==> config.mk <==
export PLATFORM = sky130hd
export DESIGN_NAME = eiap_ctrl
export DESIGN_NICKNAME = d
export VERILOG_FILES = /design/src/hdl/eiap_pkg.sv /design/src/hdl/eiap_ctrl.sv /design/src/hdl/eiap_seq_det.sv
export VERILOG_INCLUDE_DIRS = /design/src /design/src/hdl
export SDC_FILE = /design/constraint.sdc
export NUM_CORES = 1
export LEC_CHECK = 0
export BUFFER_PORTS_ARGS = -buffer_cell sky130_fd_sc_hd__buf_4
export CORE_MARGIN = 2
export CORE_UTILIZATION = 59
export CTS_CLUSTER_DIAMETER = 80
export DETAILED_ROUTE_END_ITERATION = 8
export PLACE_DENSITY_LB_ADDON = 0.05
export SLEW_MARGIN = 0
export SYNTH_ARGS = -nofsm -noshare
export SYNTH_HDL_FRONTEND = slang
export SYNTH_SLANG_ARGS = --single-unit
==> constraint.sdc <==
create_clock -name CLK_I -period 6.4 [get_ports CLK_I]
set_clock_uncertainty 0.2 [all_clocks]
set_input_delay 0.64 -clock CLK_I [delete_from_list [all_inputs] [get_ports CLK_I]]
set_output_delay 0.64 -clock CLK_I [all_outputs]
set_load 0.05 [all_outputs]
==> src/hdl/eiap_defs.svh <==
// Register offsets, reset values, command codes and timing figures of the NVM access block.
`ifndef EIAP_DEFS_SVH
`define EIAP_DEFS_SVH
`define EIAP_SFR_ADDR_HIGH   8'hf9
`define EIAP_SFR_ADDR_LOW    8'hfa
`define EIAP_SFR_WDATA       8'hfb
`define EIAP_SFR_CMD         8'hfc
`define EIAP_SFR_TIMING      8'hfd
`define EIAP_SEC_BOOT_STAT   8'h21
`define EIAP_SEC_JUMP_CMD    8'h22
`define EIAP_SEC_OFS_LOW     8'h23
`define EIAP_SEC_OFS_HIGH    8'h24
`define EIAP_TIMING_RESET    8'h5a
`define EIAP_CMD_ERASE       8'h96
`define EIAP_CMD_PROGRAM     8'h69
`define EIAP_PAGE0_BASE      16'h8400
`define EIAP_PAGE1_BASE      16'h8600
`define EIAP_APP_OFFSET      16'h1000
`define EIAP_BIT_PAGE_SEL    2
`define EIAP_BIT_ADDR8       0
`define EIAP_BIT_EE_SEL      7
`define EIAP_ERASE_MAX_STEP  5'd9
`define EIAP_CLK_HZ          20000000
`define EIAP_PROG_TIME_NS    23500
`define EIAP_ERASE_STEP_NS   500000
`define EIAP_ERASE_EXTRA_NS  65000
`define EIAP_ERASE_LONG_NS   4565200
`define EIAP_NS_TO_CYC(t)    (((t) * 64'd20) / 64'd1000)
`endif

==> src/hdl/eiap_pkg.sv <==
// Types shared by the NVM access block.
package eiap_pkg;
  typedef enum logic [1:0] {EIAP_IDLE, EIAP_ERASE, EIAP_PROGRAM} eiap_state_t;
  typedef logic [2:0] eiap_seq_idx_t;
endpackage : eiap_pkg

==> src/hdl/eiap_ctrl.sv <==
// NVM erase/program and boot-upgrade controller on the SFR and secondary buses.
`include "eiap_defs.svh"
module eiap_ctrl
  import eiap_pkg::*;
#(
  parameter int unsigned PROG_CYCLES  = 32'(`EIAP_NS_TO_CYC(`EIAP_PROG_TIME_NS)),
  parameter int unsigned STEP_CYCLES  = 32'(`EIAP_NS_TO_CYC(`EIAP_ERASE_STEP_NS)),
  parameter int unsigned EXTRA_CYCLES = 32'(`EIAP_NS_TO_CYC(`EIAP_ERASE_EXTRA_NS)),
  parameter int unsigned LONG_CYCLES  = 32'(`EIAP_NS_TO_CYC(`EIAP_ERASE_LONG_NS)),
  parameter bit          BOOT_PRESENT = 1'b1
)
(
  input  wire logic        CLK_I,
  input  wire logic        SRST_I,
  input  wire logic        SFR_WR_I,
  input  wire logic [7:0]  SFR_ADDR_I,
  input  wire logic [7:0]  SFR_WDATA_I,
  output logic [7:0]       SFR_RDATA_O,
  input  wire logic        SEC_WR_I,
  input  wire logic [7:0]  SEC_ADDR_I,
  input  wire logic [7:0]  SEC_WDATA_I,
  output logic [7:0]       SEC_RDATA_O,
  input  wire logic [15:0] PC_I,
  output logic [15:0]      FETCH_ADDR_O,
  output logic             CORE_CLK_EN_O,
  output logic             NVM_ERASE_O,
  output logic             NVM_PROG_O,
  output logic [15:0]      NVM_ADDR_O,
  output logic [7:0]       NVM_WDATA_O,
  output logic             NVM_FLASH_SEL_O,
  output logic             BOOT_MODE_O
);
  // The four five-byte sequences, first byte in the top lane. Entry and exit are watched on the
  // command register and region jumps on the secondary jump register. Keeping them as constants
  // lets one generic detector serve both registers.
  localparam logic [39:0] SEQ_ENTER = 40'h12_34_56_78_9a;
  localparam logic [39:0] SEQ_LEAVE = 40'hfe_dc_ba_98_76;
  localparam logic [39:0] SEQ_APP   = 40'hff_00_88_55_aa;
  localparam logic [39:0] SEQ_BOOT  = 40'h37_c8_42_9a_65;

  // Software-visible registers on both buses.
  logic [7:0]  addr_high_reg, addr_high_next;
  logic [7:0]  addr_low_reg, addr_low_next;
  logic [7:0]  wdata_reg, wdata_next;
  logic [7:0]  cmd_reg, cmd_next;
  logic [7:0]  timing_reg, timing_next;
  logic [7:0]  jump_reg, jump_next;
  logic [15:0] offset_reg, offset_next;
  logic        boot_reg, boot_next;

  // Operation sequencer and the captured target of the running operation.
  eiap_state_t state_reg, state_next;
  logic [31:0] count_reg, count_next;
  logic        clk_en_reg, clk_en_next;
  logic        erase_reg, erase_next;
  logic        prog_reg, prog_next;
  logic [15:0] nvm_addr_reg, nvm_addr_next;
  logic [7:0]  nvm_data_reg, nvm_data_next;
  logic        flash_sel_reg, flash_sel_next;
  logic [15:0] fetch_reg, fetch_next;
  logic [7:0]  sfr_rd_reg, sfr_rd_next;
  logic [7:0]  sec_rd_reg, sec_rd_next;

  // Decoded write strobes and one-cycle sequence hits.
  logic        cmd_wr;
  logic        jump_wr;
  logic        hit_enter;
  logic        hit_leave;
  logic        hit_app;
  logic        hit_boot;

  // Writes to the two registers whose byte streams carry sequences.
  assign cmd_wr  = SFR_WR_I && (SFR_ADDR_I == `EIAP_SFR_CMD);
  assign jump_wr = SEC_WR_I && (SEC_ADDR_I == `EIAP_SEC_JUMP_CMD);

  // Boot-mode entry and exit sequences watched on the command register.
  // The detector sees every command byte, so an erase or program code in the
  // middle of a sequence breaks it and software has to start over.
  eiap_seq_det u_mode_seq (
    .clk_i   (CLK_I),
    .srst_i  (SRST_I),
    .wr_i    (cmd_wr),
    .data_i  (SFR_WDATA_I),
    .seq_a_i (SEQ_ENTER),
    .seq_b_i (SEQ_LEAVE),
    .hit_a_o (hit_enter),
    .hit_b_o (hit_leave)
  );

  // Region jump sequences watched on the secondary jump register.
  // Other secondary registers do not disturb a jump sequence in progress.
  eiap_seq_det u_jump_seq (
    .clk_i   (CLK_I),
    .srst_i  (SRST_I),
    .wr_i    (jump_wr),
    .data_i  (SEC_WDATA_I),
    .seq_a_i (SEQ_APP),
    .seq_b_i (SEQ_BOOT),
    .hit_a_o (hit_app),
    .hit_b_o (hit_boot)
  );

  // Erase length in cycles from the five-bit timing field.
  // The field is read only when the erase starts, so a later write to it
  // cannot stretch or cut an erase that is already running.
  function automatic logic [31:0] erase_cycles(input logic [4:0] f);
    if (f > `EIAP_ERASE_MAX_STEP)
      erase_cycles = LONG_CYCLES;
    else
      erase_cycles = 32'(STEP_CYCLES * (32'(f) + 32'd1) + EXTRA_CYCLES);
  endfunction : erase_cycles

  // Code flash is the target only in boot mode with the data-select bit low.
  function automatic logic flash_target(input logic [7:0] hi, input logic boot);
    flash_target = boot && !hi[`EIAP_BIT_EE_SEL];
  endfunction : flash_target

  // Physical target address of the current address registers.
  function automatic logic [15:0] target_addr(input logic [7:0] hi, input logic [7:0] lo,
                                              input logic boot);
    logic [15:0] base;
    logic [8:0]  in_page_byte_address;
    base = hi[`EIAP_BIT_PAGE_SEL] ? `EIAP_PAGE1_BASE : `EIAP_PAGE0_BASE;
    in_page_byte_address = {hi[`EIAP_BIT_ADDR8], lo};
    if (flash_target(hi, boot))
      target_addr = {1'b0, hi[6:0], lo};
    else
      target_addr = base | {7'h00, in_page_byte_address};
  endfunction : target_addr

  // Register writes, mode and offset updates.
  // Writes land whether or not an operation runs; the core is stalled then,
  // so in practice nothing reaches these registers mid-operation.
  always_comb
  begin
    addr_high_next = addr_high_reg;
    addr_low_next  = addr_low_reg;
    wdata_next     = wdata_reg;
    cmd_next       = cmd_reg;
    timing_next    = timing_reg;
    jump_next      = jump_reg;
    offset_next    = offset_reg;
    boot_next      = boot_reg;
    if (SFR_WR_I)
    begin
      unique case (SFR_ADDR_I)
        `EIAP_SFR_ADDR_HIGH: addr_high_next = SFR_WDATA_I;
        `EIAP_SFR_ADDR_LOW:  addr_low_next  = SFR_WDATA_I;
        `EIAP_SFR_WDATA:     wdata_next     = SFR_WDATA_I;
        `EIAP_SFR_CMD:       cmd_next       = SFR_WDATA_I;
        `EIAP_SFR_TIMING:    timing_next    = SFR_WDATA_I;
        default:             ;
      endcase
    end
    if (jump_wr)
      jump_next = SEC_WDATA_I;
    // Entry and exit differ in every byte, so both can never hit in one cycle.
    if (hit_enter)
      boot_next = 1'b1;
    else if (hit_leave)
      boot_next = 1'b0;
    // Without a boot region the application offset stays zero.
    if (hit_app && BOOT_PRESENT)
      offset_next = `EIAP_APP_OFFSET;
    else if (hit_boot)
      offset_next = 16'h0000;
  end

  // Operation sequencer: start on a command code, hold the core clock off until done.
  // Limitation: the block does not check that a byte was erased before it is
  // programmed; keeping to erase-then-write-once stays with software.
  always_comb
  begin
    state_next     = state_reg;
    count_next     = count_reg;
    clk_en_next    = clk_en_reg;
    erase_next     = erase_reg;
    prog_next      = prog_reg;
    nvm_addr_next  = nvm_addr_reg;
    nvm_data_next  = nvm_data_reg;
    flash_sel_next = flash_sel_reg;
    unique case (state_reg)
      EIAP_IDLE:
      begin
        // Page erase: the low address byte is dropped, so the whole page is
        // cleared even if software left a non-zero byte address behind.
        if (cmd_wr && (SFR_WDATA_I == `EIAP_CMD_ERASE))
        begin
          state_next     = EIAP_ERASE;
          count_next     = erase_cycles(timing_reg[4:0]) - 32'd1;
          clk_en_next    = 1'b0;
          erase_next     = 1'b1;
          nvm_addr_next  = target_addr(addr_high_reg, 8'h00, boot_reg) & 16'hfe00;
          flash_sel_next = flash_target(addr_high_reg, boot_reg);
        end
        // Byte program: target and data are captured so later writes cannot disturb the cell.
        else if (cmd_wr && (SFR_WDATA_I == `EIAP_CMD_PROGRAM))
        begin
          state_next     = EIAP_PROGRAM;
          count_next     = PROG_CYCLES - 32'd1;
          clk_en_next    = 1'b0;
          prog_next      = 1'b1;
          nvm_addr_next  = target_addr(addr_high_reg, addr_low_reg, boot_reg);
          nvm_data_next  = wdata_reg;
          flash_sel_next = flash_target(addr_high_reg, boot_reg);
        end
        // Any other byte leaves the sequencer idle.
      end
      EIAP_ERASE, EIAP_PROGRAM:
      begin
        // The core clock returns on the edge at which the strobe drops, so the
        // core never runs while a cell is still being written.
        if (count_reg == 32'd0)
        begin
          state_next  = EIAP_IDLE;
          clk_en_next = 1'b1;
          erase_next  = 1'b0;
          prog_next   = 1'b0;
        end
        else
          count_next = count_reg - 32'd1;
      end
      // An illegal code returns to idle with the clock running, so the core is never stuck.
      default:
      begin
        state_next  = EIAP_IDLE;
        clk_en_next = 1'b1;
        erase_next  = 1'b0;
        prog_next   = 1'b0;
      end
    endcase
  end

  // Read data and fetch address, registered so every output comes from a flip-flop.
  // Read data thus trails the address by one cycle, and reads have no side effects.
  // Unmapped addresses read zero so no neighbour's register can alias here.
  always_comb
  begin
    fetch_next = 16'(PC_I + offset_reg);
    unique case (SFR_ADDR_I)
      `EIAP_SFR_ADDR_HIGH: sfr_rd_next = addr_high_reg;
      `EIAP_SFR_ADDR_LOW:  sfr_rd_next = addr_low_reg;
      `EIAP_SFR_WDATA:     sfr_rd_next = wdata_reg;
      `EIAP_SFR_CMD:       sfr_rd_next = cmd_reg;
      `EIAP_SFR_TIMING:    sfr_rd_next = timing_reg;
      default:             sfr_rd_next = 8'h00;
    endcase
    unique case (SEC_ADDR_I)
      `EIAP_SEC_BOOT_STAT: sec_rd_next = {7'h00, boot_reg};
      `EIAP_SEC_JUMP_CMD:  sec_rd_next = jump_reg;
      `EIAP_SEC_OFS_LOW:   sec_rd_next = offset_reg[7:0];
      `EIAP_SEC_OFS_HIGH:  sec_rd_next = offset_reg[15:8];
      default:             sec_rd_next = 8'h00;
    endcase
  end

  // All state registers, cleared by system reset except the core clock enable, which is set, and the timing register.
  // The timing register comes out of reset at its preset erase length. A reset
  // in the middle of an operation drops the strobe and returns the core clock at once.
  always_ff @(posedge CLK_I)
  begin
    if (SRST_I)
    begin
      addr_high_reg <= 8'h00;
      addr_low_reg  <= 8'h00;
      wdata_reg     <= 8'h00;
      cmd_reg       <= 8'h00;
      timing_reg    <= `EIAP_TIMING_RESET;
      jump_reg      <= 8'h00;
      offset_reg    <= 16'h0000;
      boot_reg      <= 1'b0;
      state_reg     <= EIAP_IDLE;
      count_reg     <= 32'd0;
      clk_en_reg    <= 1'b1;
      erase_reg     <= 1'b0;
      prog_reg      <= 1'b0;
      nvm_addr_reg  <= 16'h0000;
      nvm_data_reg  <= 8'h00;
      flash_sel_reg <= 1'b0;
      fetch_reg     <= 16'h0000;
      sfr_rd_reg    <= 8'h00;
      sec_rd_reg    <= 8'h00;
    end
    else
    begin
      addr_high_reg <= addr_high_next;
      addr_low_reg  <= addr_low_next;
      wdata_reg     <= wdata_next;
      cmd_reg       <= cmd_next;
      timing_reg    <= timing_next;
      jump_reg      <= jump_next;
      offset_reg    <= offset_next;
      boot_reg      <= boot_next;
      state_reg     <= state_next;
      count_reg     <= count_next;
      clk_en_reg    <= clk_en_next;
      erase_reg     <= erase_next;
      prog_reg      <= prog_next;
      nvm_addr_reg  <= nvm_addr_next;
      nvm_data_reg  <= nvm_data_next;
      flash_sel_reg <= flash_sel_next;
      fetch_reg     <= fetch_next;
      sfr_rd_reg    <= sfr_rd_next;
      sec_rd_reg    <= sec_rd_next;
    end
  end

  // Outputs straight from flip-flops.
  // No output passes through logic, so none of them can glitch between edges.
  assign SFR_RDATA_O     = sfr_rd_reg;
  assign SEC_RDATA_O     = sec_rd_reg;
  assign FETCH_ADDR_O    = fetch_reg;
  assign CORE_CLK_EN_O   = clk_en_reg;
  assign NVM_ERASE_O     = erase_reg;
  assign NVM_PROG_O      = prog_reg;
  assign NVM_ADDR_O      = nvm_addr_reg;
  assign NVM_WDATA_O     = nvm_data_reg;
  assign NVM_FLASH_SEL_O = flash_sel_reg;
  assign BOOT_MODE_O     = boot_reg;
endmodule : eiap_ctrl

==> src/hdl/eiap_seq_det.sv <==
// Five-byte command sequence detector with two target sequences.
module eiap_seq_det
  import eiap_pkg::*;
(
  input  wire logic        clk_i,
  input  wire logic        srst_i,
  input  wire logic        wr_i,
  input  wire logic [7:0]  data_i,
  input  wire logic [39:0] seq_a_i,
  input  wire logic [39:0] seq_b_i,
  output logic             hit_a_o,
  output logic             hit_b_o
);
  eiap_seq_idx_t idx_a_reg, idx_a_next, idx_b_reg, idx_b_next;
  logic          hit_a_reg, hit_a_next, hit_b_reg, hit_b_next;

  // Expected byte at a position, first byte in the top lane.
  function automatic logic [7:0] seq_byte(input logic [39:0] s, input eiap_seq_idx_t i);
    seq_byte = s[8'(39 - 8 * i) -: 8];
  endfunction : seq_byte

  // A wrong byte restarts the sequence, though it may itself be a first byte.
  function automatic eiap_seq_idx_t step(input logic [39:0] s, input eiap_seq_idx_t i,
                                         input logic [7:0] d);
    if (d == seq_byte(s, i))
      step = (i == 3'd4) ? 3'd0 : 3'(i + 3'd1);
    else if (d == seq_byte(s, 3'd0))
      step = 3'd1;
    else
      step = 3'd0;
  endfunction : step

  // Next index and one-cycle hit pulses.
  always_comb
  begin
    idx_a_next = idx_a_reg;
    idx_b_next = idx_b_reg;
    hit_a_next = 1'b0;
    hit_b_next = 1'b0;
    if (wr_i)
    begin
      idx_a_next = step(seq_a_i, idx_a_reg, data_i);
      idx_b_next = step(seq_b_i, idx_b_reg, data_i);
      hit_a_next = (idx_a_reg == 3'd4) && (data_i == seq_byte(seq_a_i, 3'd4));
      hit_b_next = (idx_b_reg == 3'd4) && (data_i == seq_byte(seq_b_i, 3'd4));
    end
  end

  // Registers only.
  always_ff @(posedge clk_i)
  begin
    if (srst_i)
    begin
      idx_a_reg <= 3'd0;
      idx_b_reg <= 3'd0;
      hit_a_reg <= 1'b0;
      hit_b_reg <= 1'b0;
    end
    else
    begin
      idx_a_reg <= idx_a_next;
      idx_b_reg <= idx_b_next;
      hit_a_reg <= hit_a_next;
      hit_b_reg <= hit_b_next;
    end
  end

  assign hit_a_o = hit_a_reg;
  assign hit_b_o = hit_b_reg;
endmodule : eiap_seq_det

=== After elaboration in Yosys (flattened, before gate mapping) ===
Index checks and enable logic that the tools add are counted.

* Add/sub/neg operators: 13
* Multiply operators: 1
* Magnitude comparators: 1
* Eq/ne operators: 34
* Shift-type cells: 4
* Mux-type cells: 46
* Bitwise gates (word level): 5
* Reduce and logical (&&, ||, !) cells: 30

{| class="wikitable"
|+ Operators by type and width
! operator !! count
|-
| $shiftx A47 B9 Y8 const A || 4
|-
| $mux W32 || 5
|-
| $eq A8 B8 Y1 const B || 10
|-
| $mux W16 || 4
|-
| $pmux W32 S2 || 1
|-
| $sub A32 B1 Y32 const B || 2
|-
| $pmux W8 S5 || 1
|-
| $eq A8 B6 Y1 const B || 4
|-
| $eq A8 B8 Y1 || 4
|-
| $logic_not A32 Y1 || 1
|-
| $or A16 B9 Y16 || 2
|-
| $sub A6 B6 Y7 const A || 4
|-
| $mux W13 || 2
|-
| $eq A8 B7 Y1 const B || 3
|-
| $mux W3 || 8
|-
| $pmux W8 S3 || 1
|-
| $add A20 B11 Y21 const B || 1
|-
| $mux W21 || 1
|-
| $add A16 B13 Y16 || 1
|-
| $mul A10 B6 Y16 const A || 1
|-
| $reduce_and A2 Y1 || 8
|-
| $mux W1 || 15
|-
| $add A3 B1 Y3 const B || 4
|-
| $eq A3 B3 Y1 const B || 4
|-
| other kinds (18) || 43
|}

* Flip-flop bits (word level): 160
* Input port bits: 52
* Output and inout port bits: 61
* Logic and storage cells: 161

=== Logic depth before layout (Yosys ltp) ===
* Depth after elaboration: 9
* Depth in mapped cells: 19

=== Hierarchy ===
From an unflattened synthesis, not the netlist that was laid out.

* Cells, all modules: 1436
* Area, all modules: 11808.8 um^2

{| class="wikitable"
|+ Modules (own cells, without submodules)
! module !! instances !! cells each !! area each (um^2)
|-
| eiap_ctrl || 1 || 838 || 7226.9
|-
| eiap_seq_det || 2 || 299 || 2290.9
|}

=== Least setup slack after synthesis ===
Ideal clock, no wire load.

* Kind: register to register
* Start: register timing_reg[0]
* End: register count_reg[18]
* Setup time: 74 ps
* Arrival time: 4579 ps
* Setup slack: 1547 ps
* Stages on the path, launching flop included: 19
* Buffers on the path: 2
* Clock period less this slack: 4853 ps
* Path through: dfxtp_1 > clkbuf_1 > buf_2 > inv_1 > nor3_1 > and3_1 > fa_1 > inv_1 > fa_1 > inv_1 > ha_1 > ha_1 > o21ai_1 > or3b_1 > nand3_2 > nand4_2 > or4_1 > or3_1 > a31oi_1

* Cells in the longest elaborated chain, start to end: 9
* Elaborated cells on any way between the ends: 10
* Those cells by class: add/sub: 3; mul: 1; order compare: 1; mux: 5

{| class="wikitable"
|+ Ends and longest elaborated chain
! element !! RTL line !! RTL
|-
| from (decl) || eiap_ctrl.sv:46 || <nowiki>logic [7:0] timing_reg, timing_next;</nowiki>
|-
| from (signal assigned) || eiap_ctrl.sv:268 || <nowiki>timing_reg <= `EIAP_TIMING_RESET;</nowiki>
|-
| from (signal assigned) || eiap_ctrl.sv:290 || <nowiki>timing_reg <= timing_next;</nowiki>
|-
| $add A5 B1 Y6 || eiap_ctrl.sv:110 || <nowiki>erase_cycles = 32'(STEP_CYCLES * (32'(f) + 32'd1) + EXTRA_CYCLES);</nowiki>
|-
| $mul A10 B6 Y16 || eiap_ctrl.sv:110 ||
|-
| $add A20 B11 Y21 || eiap_ctrl.sv:110 ||
|-
| $mux W21 * || eiap_ctrl.sv:107 || <nowiki>if (f > `EIAP_ERASE_MAX_STEP)</nowiki>
|-
| $mux W32 * || eiap_ctrl.sv:187 || <nowiki>if (cmd_wr && (SFR_WDATA_I == `EIAP_CMD_ERASE))</nowiki>
|-
| $mux W32 * || eiap_ctrl.sv:182 || <nowiki>unique case (state_reg)</nowiki>
|-
| $sub A32 B1 Y32 * || eiap_ctrl.sv:190 || <nowiki>count_next = erase_cycles(timing_reg[4:0]) - 32'd1;</nowiki>
|-
| $mux W32 * || eiap_ctrl.sv:187 ||
|-
| $pmux W32 S2 * || eiap_ctrl.sv:182 ||
|-
| to (signal assigned) || eiap_ctrl.sv:295 || <nowiki>count_reg <= count_next;</nowiki>
|-
| to (decl) || eiap_ctrl.sv:53 || <nowiki>logic [31:0] count_reg, count_next;</nowiki>
|}

Mark *: on every way between the ends. The rest lies on a longest branch, timed or not. The select of a mux whose other input is x is not followed.
A chain may end at the register's enable or synchronous reset.

=== Worst setup path in the final report ===
Ends and elaborated chain as after synthesis.

==> run metrics <==
EDFF count, synth 0; data arrival time of the worst path 5310 ps; drt wl/cell 16.4 µm; Final Hold Fails 0; dominant cell type by area after synthesis dfxtp_1; Final ANT Viol Nets 0; fin. max-slew vios 0; period utilization 80.5%; internal power 1.64 mW; hold crit path type in -> reg; worst vdd ir 189 µV; clock share of power 47.9%; Final Critical Period 5150 ps; hold_ws 187 ps; DPL Wire Length 15.5 mm; area taken by multi-input logic gates 0.00523 mm²; clock root buffer clkbuf_16; sequential power share 46.4%; Yosys reg bits 160; static leakage 3.92 nW; NetSw 524 µW; drt initial violations 573; setup TNS 0 ps; flip-flop and latch area 0.00320 mm²; synth warn 0; Mapped Area 0.00884 mm²; slowest cell delay on critical path 570 ps; die height 126 µm; Data required, critical path 6560 ps; GRT Total Usage 27.7%; Num CTS Buffers 17; FP Rows 44; register area share after synthesis 36.2%; hold path depth 2; # diodes 0; CTS tree built; Initial Utilization 60.6%; synth unique cells 83; Port Buffers 112; Skew-Pair Late Insertion Delay 430 ps; Vias per Instance 5.96; endpoint type of the worst setup path flip-flop; aggregate global routing overflow 0; layout cell share with drive strength beyond 1 15.4%; routed wire length 22.1 mm; startpoint types flip-flop; Main synth FF type dfxtp_1; cell count after synthesis 1,071; Die ar. 0.0160 mm²; Core Box Area 0.0146 mm²; RSZ-0062 raised after global routing false; Sw Ratio 24.3%; Layout Nets 1,250; Clock Sinks 160; crit path max fanout 19; cell mode on critical path ha_1; io pins 113; most common cell after layout, fill and taps aside dfxtp_1; combinational share of power 5.7%; total power 2.16 mW; Max Cap Viol 0; postcts setup bufs 0; hold buffer count at cts 0; Reg clk slew, reported paths 60 ps; GP Congestion 0.869; Slew @ Worst Pin 985 ps; DRT Pass-1 Iters 5; Clock Path Buffers 2; Post-synth ARST share 0%; largest net degree at the start of global routing 73; Via Count 8,030; synth top area cells dfxtp_1 36%, ha_1 5.9%, mux2i_1 4.9%; Area Overhead vs Synth 16.6%; Synth top area share 36.2%; Mapped Nets 1,171; DRC 0; final setup fails 0; commonest cells after routing, fill and taps aside 160 x dfxtp_1, 116 x buf_4, 112 x nand2_1, 108 x nor2_1, 81 x a21oi_1; initial antenna violation count 0; reg2reg path depth 17; Achievable Freq 194 MHz; depth of the CTS H-tree 4; max reg flops 32; pwr/cell area 209 mW/mm²; vias in the first global route 7,466; outcome completed; slew margin rel. 33.8%; CP Class reg -> reg; Syn Area/Cell 8.26 µm²; filler cell count in the final layout 1,225; crit-path cells buf_4 -> ha_1 -> nand3_1 -> xnor2_1 -> fa_1 -> inv_1 -> fa_1 -> inv_1 -> ha_1 -> ha_1 -> o21ai_1 -> or3b_1 -> nand3_2 -> nand4_2 -> or4_1 -> or3_1 -> a31oi_1; Worst path slowest cell or4_1; first-pass GRT wire length 36.5 mm; die width 126 µm; setup slack, reg-to-reg 1250 ps; post-CTS sizing 0
==> critical path, delay by kind of cell, from the launching register on <==
kind / cells / cell delay (ps)
XOR/XNOR: 1 / 250
AND/OR/NAND/NOR: 6 / 1740
adder cells (fa/ha/maj): 5 / 1950
AO/OA/AOI/OAI: 2 / 290
flip-flops: 1 / 300
buffers and inverters: 3 / 340
==> through the flow <==
step	util [%]	cells	setup slack, ps	cell area [µm²]
after floorplan	-	1071	1550	8840
after global routing	70.7	1347	927	10300
after global placement	66.6	1315	1410	9710
after CTS	70.7	1347	1270	10300
final	70.7	1347	1250	10300
after detailed placement	66.6	1315	1300	9710
==> final timing paths <==
check	endpoint	startpoint
max reg2reg	count_reg[18]	timing_reg[0]
min	SEC_RDATA_O[4]	SEC_ADDR_I[0]
min reg2reg	offset_reg[12]	u_jump_seq.hit_a_o
max	count_reg[18]	timing_reg[0]
==> layer usage <==
metal | track usage (%) | up-vias | wire length, µm
li1 | - | 3988 | -
met1 | 38.9 | 3751 | 10200
met2 | 43.1 | 252 | 10000
met3 | 5.69 | 39 | 1420
met4 | 8.66 | 0 | 431
met5 | 0 | - | 0
==> synth_stat cells (7+ instances only) <==
cell type	instances
dfxtp_1	160
nand2_1	112
nor2_1	108
a21oi_1	81
inv_1	44
mux2i_1	43
ha_1	42
o21ai_0	42
nand3_1	41
clkbuf_1	40
nor3_1	29
nor2b_1	25
xnor2_1	22
a22oi_1	20
nor4_1	19
or3_1	14
and2_1	12
buf_2	12
xor2_1	12
a31oi_1	11
a211oi_1	10
nand4_1	10
o21ai_1	10
nand2b_1	8
a21o_1	7
nor3b_1	7
or4_1	7
==> area by class of cell <==
class                   instances  share of cell area [%]
clock inverters                14                    1.70
flip-flops and latches        160                    31.1
multi-input cells             809                    50.7
repair buffers                116                    8.44
inverters                      46                    1.67
clock buffers                  18                    4.16
well taps                     184                    2.23
==> logic make-up after synthesis <==
logic type	Yosys count	share of synthesized area, %
compound gates	241	17.4
xor+xnor	34	3.37
fa+ha+maj	48	7.30
buf+inv	102	4.60
flops	160	36.2
mux	45	5.16
simple gates	441	26.0
==> power groups by stage <==
stage          sequential (mW)  clock (mW)  combinational [mW]
6_report                  1.00        1.03               0.124
5_1_grt                   1.00        1.09               0.133
4_1_cts                   1.00        1.05               0.123
3_5_place_dp              1.03           0               0.122
3_3_place_gp              1.03           0               0.121
2_1_floorplan             1.04           0              0.0526
No activity file was read; power rests on OpenSTA's default activity.
